### src/hmt_pkg.sv
/*
 * Constants, types and field layout for the haptic mode and trigger control block.
 * Assumes a register port decoded by the serial host interface ahead of this block.
 */
// Functional notes
// - Writing 1 to mode bit 7 performs a full power-cycle equivalent reset.
// - Soft reset aborts playback at once and restores every register default.
// - The soft reset bit clears itself when the reset operation ends.
// - Mode bit 6 is standby, 1 standby, 0 ready; resets to 1.
// - Mode 0: playback starts only when the host sets the launch flag.
// - Mode 1: a rising trigger edge sets the launch flag.
// - Mode 1: a second rising edge before the flag clears cancels playback.
// - Mode 2: the launch flag follows the trigger; a rising edge sets it.
// - Mode 2: a falling trigger edge cancels current playback.
// - Mode 2: if the flag already matches the edge, nothing changes.
// - Mode 3: the trigger pin carries a PWM or analog drive source.
// - Mode 3: the actuator is driven the whole time the mode is selected and standby is 0, except while a soft clear runs.
// - Mode 3: the source select bit picks PWM or analog interpretation.
// - Mode 5: the actuator is driven continuously from the realtime drive value.
// - The device clears the launch flag when the diagnostic completes.
// - The diagnostic outcome is written to the test outcome flag in status.
// - The device clears the launch flag when auto calibration ends.
// - Test outcome holds the last calibration or diagnostic result; clears on read.
// - Test outcome 0 means converged or normal, 1 means failure or fault.

package hmt_pkg;

   // =========================================================================
   // Register offsets
   // =========================================================================
   localparam logic [7:0] OFS_STATUS     = 8'h00;
   localparam logic [7:0] OFS_MODE       = 8'h01;
   localparam logic [7:0] OFS_REALTIME   = 8'h02;
   localparam logic [7:0] OFS_LAUNCH     = 8'h0c;
   localparam logic [7:0] OFS_SRC_SELECT = 8'h1e;

   // =========================================================================
   // Field positions
   // =========================================================================
   localparam int MODE_RESET_BIT   = 7;
   localparam int MODE_STANDBY_BIT = 6;
   localparam int MODE_FIELD_LSB   = 0;
   localparam int MODE_FIELD_W     = 3;
   localparam int STAT_ID_LSB      = 5;
   localparam int STAT_OUTCOME_BIT = 3;
   localparam int LAUNCH_BIT       = 0;
   localparam int SRC_ANALOG_BIT   = 0;

   // =========================================================================
   // Reset values
   // =========================================================================
   localparam logic             STANDBY_RST  = 1'b1;
   localparam logic [2:0]       MODE_RST     = 3'h0;
   localparam logic [7:0]       REALTIME_RST = 8'h00;
   localparam logic             SRC_SEL_RST  = 1'b0;
   // Identifier value is arbitrary.
   localparam logic [2:0]       DEVICE_ID_VAL = 3'h1;

   // =========================================================================
   // Timing
   // =========================================================================
   localparam int CLK_PERIOD_NS      = 100;
   localparam int SOFT_RESET_TIME_NS = 1000;
   localparam int SOFT_RESET_CYCLES  =
      (SOFT_RESET_TIME_NS + CLK_PERIOD_NS - 1) / CLK_PERIOD_NS;
   localparam int SRST_CNT_W         = 4;

   // =========================================================================
   // Types
   // =========================================================================
   typedef enum logic [2:0]
   {
      MODE_INTERNAL = 3'h0,
      MODE_EDGE     = 3'h1,
      MODE_LEVEL    = 3'h2,
      MODE_PWM_AN   = 3'h3,
      MODE_RSVD     = 3'h4,
      MODE_REALTIME = 3'h5,
      MODE_DIAG     = 3'h6,
      MODE_CAL      = 3'h7
   } hmt_mode_t;

   typedef enum logic [2:0]
   {
      SRC_IDLE,
      SRC_SEQUENCER,
      SRC_PWM,
      SRC_ANALOG,
      SRC_REALTIME,
      SRC_DIAG,
      SRC_CAL
   } hmt_src_t;

   typedef struct packed
   {
      logic       wr;
      logic       rd;
      logic [7:0] addr;
      logic [7:0] wdata;
   } hmt_reg_req_t;

   typedef struct packed
   {
      logic wave_done;
      logic test_done;
      logic test_fail;
   } hmt_engine_stat_t;

   typedef struct packed
   {
      logic     start;
      logic     cancel;
      hmt_src_t source;
      logic     drive_on;
   } hmt_engine_ctl_t;

endpackage : hmt_pkg

### src/hmt_pin_sync.sv
/*
 * Three-stage synchroniser with edge detection for the trigger pin.
 * Assumes an asynchronous pin; a level counts once stages two and three agree.
 */
`timescale 1ns/1ps
`default_nettype none

module hmt_pin_sync
(
   input  wire logic clk,
   input  wire logic rst,
   input  wire logic pin_in,
   output logic      level,
   output logic      rise,
   output logic      fall
);

   logic [2:0] sync_reg;
   logic [2:0] sync_next;
   logic       level_reg;
   logic       level_next;
   logic       rise_reg;
   logic       rise_next;
   logic       fall_reg;
   logic       fall_next;

   // =========================================================================
   // Next state
   // =========================================================================
   // Stage 0 feeds stage 1 only; the filter reads stages 1 and 2.
   always_comb
   begin
      sync_next  = {sync_reg[1:0], pin_in};
      level_next = level_reg;
      rise_next  = 1'b0;
      fall_next  = 1'b0;
      if (sync_reg[1] == sync_reg[2] && sync_reg[2] != level_reg)
      begin
         level_next = sync_reg[2];
         rise_next  = sync_reg[2];
         fall_next  = ~sync_reg[2];
      end
   end

   // =========================================================================
   // Registers
   // =========================================================================
   always_ff @(posedge clk or posedge rst)
   begin
      if (rst)
      begin
         sync_reg  <= 3'h0;
         level_reg <= 1'b0;
         rise_reg  <= 1'b0;
         fall_reg  <= 1'b0;
      end
      else
      begin
         sync_reg  <= sync_next;
         level_reg <= level_next;
         rise_reg  <= rise_next;
         fall_reg  <= fall_next;
      end
   end

   assign level = level_reg;
   assign rise  = rise_reg;
   assign fall  = fall_reg;

endmodule : hmt_pin_sync

`default_nettype wire

### src/hmt_soft_reset.sv
/*
 * Soft reset sequencer: holds an internal clear for a fixed number of cycles.
 * Assumes a one-cycle request pulse from the register decoder.
 */
`timescale 1ns/1ps
`default_nettype none

module hmt_soft_reset
   import hmt_pkg::*;
(
   input  wire logic clk,
   input  wire logic rst,
   input  wire logic request,
   output logic      active
);

   logic [SRST_CNT_W-1:0] cnt_reg;
   logic [SRST_CNT_W-1:0] cnt_next;
   logic                  active_reg;
   logic                  active_next;

   // =========================================================================
   // Next state
   // =========================================================================
   // A request during an ongoing reset restarts nothing; the clear is already running.
   always_comb
   begin
      cnt_next    = cnt_reg;
      active_next = active_reg;
      if (active_reg)
      begin
         if (cnt_reg == SRST_CNT_W'(SOFT_RESET_CYCLES - 1))
         begin
            active_next = 1'b0;
            cnt_next    = '0;
         end
         else
         begin
            cnt_next = cnt_reg + 1'b1;
         end
      end
      else if (request)
      begin
         active_next = 1'b1;
         cnt_next    = '0;
      end
   end

   // =========================================================================
   // Registers
   // =========================================================================
   always_ff @(posedge clk or posedge rst)
   begin
      if (rst)
      begin
         cnt_reg    <= '0;
         active_reg <= 1'b0;
      end
      else
      begin
         cnt_reg    <= cnt_next;
         active_reg <= active_next;
      end
   end

   assign active = active_reg;

endmodule : hmt_soft_reset

`default_nettype wire

### src/hmt_mode_trigger_control.sv
/*
 * Mode control register and launch flag logic of a haptic actuator driver.
 * Assumes a decoded byte register port from the serial host interface, a playback
 * engine that reports waveform and test completion, and a raw trigger pin.
 */
`timescale 1ns/1ps
`default_nettype none

module hmt_mode_trigger_control
(
   input  wire logic                      clk,
   input  wire logic                      rst,
   input  wire hmt_pkg::hmt_reg_req_t     reg_req,
   output logic [7:0]                     reg_rdata,
   input  wire logic                      trigger_input_pin,
   input  wire hmt_pkg::hmt_engine_stat_t engine_stat,
   output hmt_pkg::hmt_engine_ctl_t       engine_ctl,
   output logic [7:0]                     realtime_drive_value,
   output logic                           standby,
   output logic                           launch_flag,
   output logic                           soft_reset_busy
);
   import hmt_pkg::*;

   // =========================================================================
   // Declarations
   // =========================================================================
   logic            trig_level;
   logic            trig_rise;
   logic            trig_fall;
   logic            srst_req;
   logic            srst_active;

   logic            standby_reg;
   logic            standby_next;
   hmt_mode_t       mode_reg;
   hmt_mode_t       mode_next;
   logic [7:0]      rt_reg;
   logic [7:0]      rt_next;
   logic            src_sel_reg;
   logic            src_sel_next;
   logic            go_reg;
   logic            go_next;
   logic            outcome_reg;
   logic            outcome_next;
   logic [7:0]      rdata_reg;
   logic [7:0]      rdata_next;
   hmt_engine_ctl_t ctl_reg;
   hmt_engine_ctl_t ctl_next;
   logic            srst_out_reg;

   logic            wr_mode;
   logic            wr_go;
   logic            host_set;
   logic            host_clear;
   logic            trig_mode;

   // =========================================================================
   // Submodules
   // =========================================================================
   hmt_pin_sync u_trig_sync
   (
      .clk    (clk),
      .rst    (rst),
      .pin_in (trigger_input_pin),
      .level  (trig_level),
      .rise   (trig_rise),
      .fall   (trig_fall)
   );

   // A soft reset request is taken only when no clear is running.
   assign srst_req = wr_mode && reg_req.wdata[MODE_RESET_BIT];

   hmt_soft_reset u_soft_reset
   (
      .clk     (clk),
      .rst     (rst),
      .request (srst_req),
      .active  (srst_active)
   );

   // =========================================================================
   // Write decode
   // =========================================================================
   // Writes are ignored while the soft clear runs, so the defaults cannot be overwritten.
   assign wr_mode    = reg_req.wr && !srst_active && reg_req.addr == OFS_MODE;
   assign wr_go      = reg_req.wr && !srst_active && reg_req.addr == OFS_LAUNCH;
   assign host_set   = wr_go && reg_req.wdata[LAUNCH_BIT];
   assign host_clear = wr_go && !reg_req.wdata[LAUNCH_BIT];
   assign trig_mode  = mode_reg == MODE_INTERNAL || mode_reg == MODE_EDGE || mode_reg == MODE_LEVEL;

   // =========================================================================
   // Configuration registers
   // =========================================================================
   // A write with the reset bit set only launches the clear; its other bits are dropped.
   always_comb
   begin
      standby_next = standby_reg;
      mode_next    = mode_reg;
      rt_next      = rt_reg;
      src_sel_next = src_sel_reg;
      if (srst_active)
      begin
         standby_next = STANDBY_RST;
         mode_next    = hmt_mode_t'(MODE_RST);
         rt_next      = REALTIME_RST;
         src_sel_next = SRC_SEL_RST;
      end
      else if (wr_mode && !reg_req.wdata[MODE_RESET_BIT])
      begin
         standby_next = reg_req.wdata[MODE_STANDBY_BIT];
         mode_next    = hmt_mode_t'(reg_req.wdata[MODE_FIELD_LSB +: MODE_FIELD_W]);
      end
      else if (reg_req.wr && reg_req.addr == OFS_REALTIME)
      begin
         rt_next = reg_req.wdata;
      end
      else if (reg_req.wr && reg_req.addr == OFS_SRC_SELECT)
      begin
         src_sel_next = reg_req.wdata[SRC_ANALOG_BIT];
      end
   end

   always_ff @(posedge clk or posedge rst)
   begin
      if (rst)
      begin
         standby_reg <= STANDBY_RST;
         mode_reg    <= MODE_INTERNAL;
         rt_reg      <= REALTIME_RST;
         src_sel_reg <= SRC_SEL_RST;
      end
      else
      begin
         standby_reg <= standby_next;
         mode_reg    <= mode_next;
         rt_reg      <= rt_next;
         src_sel_reg <= src_sel_next;
      end
   end

   // =========================================================================
   // Launch flag, test outcome and engine commands
   // =========================================================================
   // Hardware sets win over host clears, so a trigger edge in the clear cycle survives.
   always_comb
   begin
      go_next         = go_reg;
      outcome_next    = outcome_reg;
      ctl_next        = ctl_reg;
      ctl_next.start  = 1'b0;
      ctl_next.cancel = 1'b0;
      if (srst_active)
      begin
         go_next         = 1'b0;
         outcome_next    = 1'b0;
         ctl_next.cancel = go_reg;
      end
      else
      begin
         // Completion events from the engine.
         if (go_reg && trig_mode && engine_stat.wave_done)
         begin
            go_next = 1'b0;
         end
         if (go_reg && (mode_reg == MODE_DIAG || mode_reg == MODE_CAL) && engine_stat.test_done)
         begin
            go_next = 1'b0;
         end
         if (host_clear && go_reg)
         begin
            go_next         = 1'b0;
            ctl_next.cancel = 1'b1;
         end
         // Host launch works in internal, diagnostic and calibration modes.
         if (host_set && !go_reg && !standby_reg &&
             (mode_reg == MODE_INTERNAL || mode_reg == MODE_DIAG || mode_reg == MODE_CAL))
         begin
            go_next        = 1'b1;
            ctl_next.start = 1'b1;
         end
         // Pin triggers are only honoured when out of standby.
         if (!standby_reg && mode_reg == MODE_EDGE && trig_rise)
         begin
            if (go_reg && !engine_stat.wave_done)
            begin
               go_next         = 1'b0;
               ctl_next.cancel = 1'b1;
            end
            else
            begin
               go_next        = 1'b1;
               ctl_next.start = 1'b1;
            end
         end
         if (!standby_reg && mode_reg == MODE_LEVEL)
         begin
            if (trig_rise && !go_reg)
            begin
               go_next        = 1'b1;
               ctl_next.start = 1'b1;
            end
            else if (trig_fall && go_reg)
            begin
               go_next         = 1'b0;
               ctl_next.cancel = 1'b1;
            end
         end
         // Test outcome: read clears it, a finishing test loads its fail result and wins.
         if (reg_req.rd && reg_req.addr == OFS_STATUS)
         begin
            outcome_next = 1'b0;
         end
         if (go_reg && (mode_reg == MODE_DIAG || mode_reg == MODE_CAL) && engine_stat.test_done)
         begin
            outcome_next = engine_stat.test_fail;
         end
      end
      // Drive source selection; continuous modes drive while selected, out of standby and outside a soft clear.
      ctl_next.drive_on = 1'b0;
      ctl_next.source   = SRC_IDLE;
      if (!srst_active && !standby_reg)
      begin
         case (mode_reg)
            MODE_INTERNAL, MODE_EDGE, MODE_LEVEL:
            begin
               ctl_next.source   = SRC_SEQUENCER;
               ctl_next.drive_on = go_next;
            end
            MODE_PWM_AN:
            begin
               ctl_next.source   = src_sel_reg ? SRC_ANALOG : SRC_PWM;
               ctl_next.drive_on = 1'b1;
            end
            MODE_REALTIME:
            begin
               ctl_next.source   = SRC_REALTIME;
               ctl_next.drive_on = 1'b1;
            end
            MODE_DIAG:
            begin
               ctl_next.source   = SRC_DIAG;
               ctl_next.drive_on = go_next;
            end
            MODE_CAL:
            begin
               ctl_next.source   = SRC_CAL;
               ctl_next.drive_on = go_next;
            end
            default:
            begin
               ctl_next.source   = SRC_IDLE;
               ctl_next.drive_on = 1'b0;
            end
         endcase
      end
   end

   // =========================================================================
   // Read data
   // =========================================================================
   // Reserved bits read as zero; the reset bit reads 1 while the clear runs.
   always_comb
   begin
      rdata_next = rdata_reg;
      if (reg_req.rd)
      begin
         case (reg_req.addr)
            OFS_STATUS:     rdata_next = {DEVICE_ID_VAL, 1'b0, outcome_reg, 3'h0};
            OFS_MODE:       rdata_next = {srst_active, standby_reg, 3'h0, mode_reg};
            OFS_REALTIME:   rdata_next = rt_reg;
            OFS_LAUNCH:     rdata_next = {7'h00, go_reg};
            OFS_SRC_SELECT: rdata_next = {7'h00, src_sel_reg};
            default:        rdata_next = 8'h00;
         endcase
      end
   end

   always_ff @(posedge clk or posedge rst)
   begin
      if (rst)
      begin
         go_reg       <= 1'b0;
         outcome_reg  <= 1'b0;
         ctl_reg      <= '{start: 1'b0, cancel: 1'b0, source: SRC_IDLE, drive_on: 1'b0};
         rdata_reg    <= 8'h00;
         srst_out_reg <= 1'b0;
      end
      else
      begin
         go_reg       <= go_next;
         outcome_reg  <= outcome_next;
         ctl_reg      <= ctl_next;
         rdata_reg    <= rdata_next;
         srst_out_reg <= srst_active;
      end
   end

   // =========================================================================
   // Outputs
   // =========================================================================
   // The trigger level is unused; only its rise and fall pulses feed the launch flag path.
   assign reg_rdata            = rdata_reg;
   assign engine_ctl           = ctl_reg;
   assign realtime_drive_value = rt_reg;
   assign standby              = standby_reg;
   assign launch_flag          = go_reg;
   assign soft_reset_busy      = srst_out_reg;

   logic unused_level;
   assign unused_level = trig_level;

endmodule : hmt_mode_trigger_control

`default_nettype wire

### config.mk
export PLATFORM = sky130hd
export DESIGN_NAME = hmt_mode_trigger_control
export DESIGN_NICKNAME = d
export VERILOG_FILES = /design/src/hmt_pkg.sv /design/src/hmt_pin_sync.sv /design/src/hmt_soft_reset.sv /design/src/hmt_mode_trigger_control.sv
export SDC_FILE = /design/constraint.sdc
export NUM_CORES = 1
export LEC_CHECK = 0
export BUFFER_PORTS_ARGS = -buffer_cell sky130_fd_sc_hd__buf_2
export CAP_MARGIN = 10
export CORE_UTILIZATION = 57
export DETAILED_ROUTE_END_ITERATION = 10
export PLACE_DENSITY = 0.9
export SLEW_MARGIN = 10
export SYNTH_ARGS = -nofsm -noshare
export SYNTH_HDL_FRONTEND = slang
export SYNTH_HIERARCHICAL = 1
export SYNTH_SLANG_ARGS = --single-unit
### constraint.sdc
create_clock -name clk -period 4.9 [get_ports clk]
set_clock_uncertainty 0.1 [all_clocks]
set_input_delay 1.225 -clock clk [delete_from_list [all_inputs] [get_ports clk]]
set_output_delay 1.225 -clock clk [all_outputs]
set_load 0.02 [all_outputs]
==> impl_metrics.ini <==
[cts]
cts.path.max_buffers = 2
insertion_delay_ns = 0.36
htreeDepth = 2
cts.sinks = 41
cts_tree = yes
cts_hold_buf = 0
postCtsSetupRepairBufs = 0
clkTransAtPathRegs_ns = 0.12
ctsResizeCount = 0
cts_root_buf = clkbuf_4
numCtsBuffers = 5

[logic_synthesis]
ys_types = 54
synth-edff-count = 0
synthArstFlopShare_pct = 100
syn_inst = 201
netlist_area_mm2 = 0.00204
yosys.area.top_type = dfrtp_1
synth_area_per_cell_um2 = 10.1
ys_top_cells_by_area = dfrtp_1 (49%), a21oi_1 (4.4%), nand2_1 (3.5%)
yosys.area.top_type_share_pct = 49.1
synth_fp_nets = 227
synth.yosys.warnings = 6
synthFlopType = dfrtp_1
ys_ff_latch = 41
ys_seq_area_share_pct = 50.4

[placement]
port_buffers = 48
place_congestion = 0.841
dpl.hpwl_um = 3270

[die]
initial_core_util_pct = 60.1
num_rows = 21
die_h_um = 61.8
coreArea_mm2 = 0.00339
dieArea_mm2 = 0.00382
die_x_um = 61.8
io_pins = 49

[setup_path]
crit_type = in2reg
cp.required_ns = 5.04
worstPathArrival_ns = 3.04
end_kind = flip-flop
crit_start = reg_req[15]
worstRegToRegCells = 5
path_max_fanout = 8
rr_startpoint = u_soft_reset/active
start_kind = input pin

[sta]
fmax_mhz = 346
hold_viol = 0
fin_crit_sh_pct = 59.0
drv_slew = 0
slew_headroom_pct = 28.3
rsz0062_at_grt = false
fin_tns_setup_ns = 0
tightest_slew_ns = 1.07
period_needed_ns = 2.89
finalSetupViolations = 0
whs_ns = 0.273

[routing]
routedWlPerCell_um = 15.3
vias = 1752
drt-met1-wl_um = 1970
drc = 0
detail-route-antenna-nets = 0
routed_wl_um = 4540
firstDrtPassIters = 4
top_layer = met4
first_iter_violations = 91
wl_met3_um = 261
vias_per_cell = 5.92
met2_length_um = 2240

[power_and_ir_drop]
p_switching_uw = 198
p_int_uw = 566
swShare_pct = 25.9
comb_power_share_pct = 13.1
peakVddDrop_uv = 261
finalPower_uw = 763
pwr-share-seq_pct = 51.4
p_leak_nw = 1.20
powerDensity_mw_per_mm2 = 316
power_frac_clock_pct = 35.5

[layout]
fillers = 266
syn2layout_area_growth_pct = 18.5
drive_above_1_share_pct = 28.4
fin_nets = 275
n_antenna_cell = 0

[global_routing]
antenna_found_initial = 0
grt_overflow = 0
grt_pass1_vias = 1632
grt_pass1_wl_um = 7330
grt_max_degree = 31
track_usage_pct = 27.3

[min_path]
min_path_type = reg2reg
hold_start = u_trig_sync/sync_reg[0]
hold_depth = 0

[status]
outcome = completed

[job]
maxCapViolCount = 0
## routing by layer
| layer | up-vias | track usage, % |
|---|---|---|
| met1 | 856 | 35.7 |
| met5 | - | 0 |
| met4 | 0 | 13.7 |
| li1 | 824 | - |
| met3 | 6 | 4.76 |
| met2 | 66 | 43.9 |
## metrics by stage
stage	setup slack, ns	instances	utilization [%]	cell area (um2)
6_report	2.01	296	71.2	2410
5_1_grt	1.94	296	71.2	2410
4_1_cts	2.02	296	71.2	2410
3_5_place_dp	1.65	288	68.2	2310
3_3_place_gp	1.67	288	68.2	2310
2_1_floorplan	1.92	201	-	2040
## power by group through the flow
stage,Combinational (mW),Sequential (mW),Clock (mW)
global placement,0.0927,0.396,0
detailed placement,0.100,0.397,0
global route,0.111,0.398,0.293
finish,0.0998,0.392,0.271
CTS,0.0996,0.392,0.276
floorplan,0.0660,0.391,0
## placed cells by master (no fill, tap or decap), drive strengths merged, types with 3 or more instances in the layout
| cell type | count |
|---|---|
| buf | 50 |
| dfrtp | 40 |
| nand2 | 20 |
| a21oi | 18 |
| inv | 13 |
| nor2 | 12 |
| nand3 | 10 |
| o21ai | 8 |
| mux2i | 6 |
| o2bb2ai | 5 |
| clkbuf | 5 |
| a22oi | 4 |
| nor3b | 3 |
| nor4bb | 3 |
## logic make-up (layout without fill, tap and decap cells)
group | after synthesis | after routing | synth area share (%)
flops | 41 | 41 | 50.4
xor+xnor | 1 | 1 | 0.430
simple gates | 75 | 75 | 23.2
mux | 6 | 6 | 2.95
compound gates | 52 | 52 | 16.4
buf+inv | 23 | 72 | 4.79
fa+ha+maj | 3 | 3 | 1.78
## synthesized netlist by cell type (2+ instances only)
cell type  number
dfrtp_1        40
inv_1          14
nor2b_1         2
ha_1            2
o21a_1          2
nand3_1        10
buf_2           3
o31ai_1         2
nand2_1        19
mux2i_1         6
nor4bb_1        3
o22ai_1         2
a211oi_1        2
a31oi_1         2
nor3b_1         3
nor2_1         12
nand4_1         2
o2bb2ai_1       5
a21o_1          2
clkbuf_1        5
nand2b_1        2
nor3_1          2
a21oi_1        18
o21ai_0         8
a22oi_1         4
## path summary, 6_finish.rpt
kind,slack [ns],end
setup / recovery,2.01,u_soft_reset/cnt_reg[2]
hold / removal,0.27,u_trig_sync/sync_reg[1]
hold reg to reg,0.27,u_trig_sync/sync_reg[1]
max in group asynchronous,3.32,realtime_drive_value[3]
min in group asynchronous,0.66,u_soft_reset/cnt_reg[0]
setup reg to reg,2.41,engine_ctl[0]
## layout make-up
cell class	instances	area (um2)	share of cell area (%)
Timing Repair Buffer	50	255	10.6
Tap cell	46	57.6	2.38
Multi-Input combinational cell	137	918	38.1
Clock inverter	3	65.1	2.70
Sequential cell	41	1030	42.6
Clock buffer	5	37.5	1.56
Inverter	14	52.6	2.18
## critical path, cell delays in order
cell and delay (ns):
buf_2 0.10, or4_4 0.58, nor4bb_1 0.30, buf_4 0.22, and4b_1 0.20, nor2_1 0.08
o21ai_0 0.23, o31ai_1 0.11
Power figures use the tool's default switching activity.
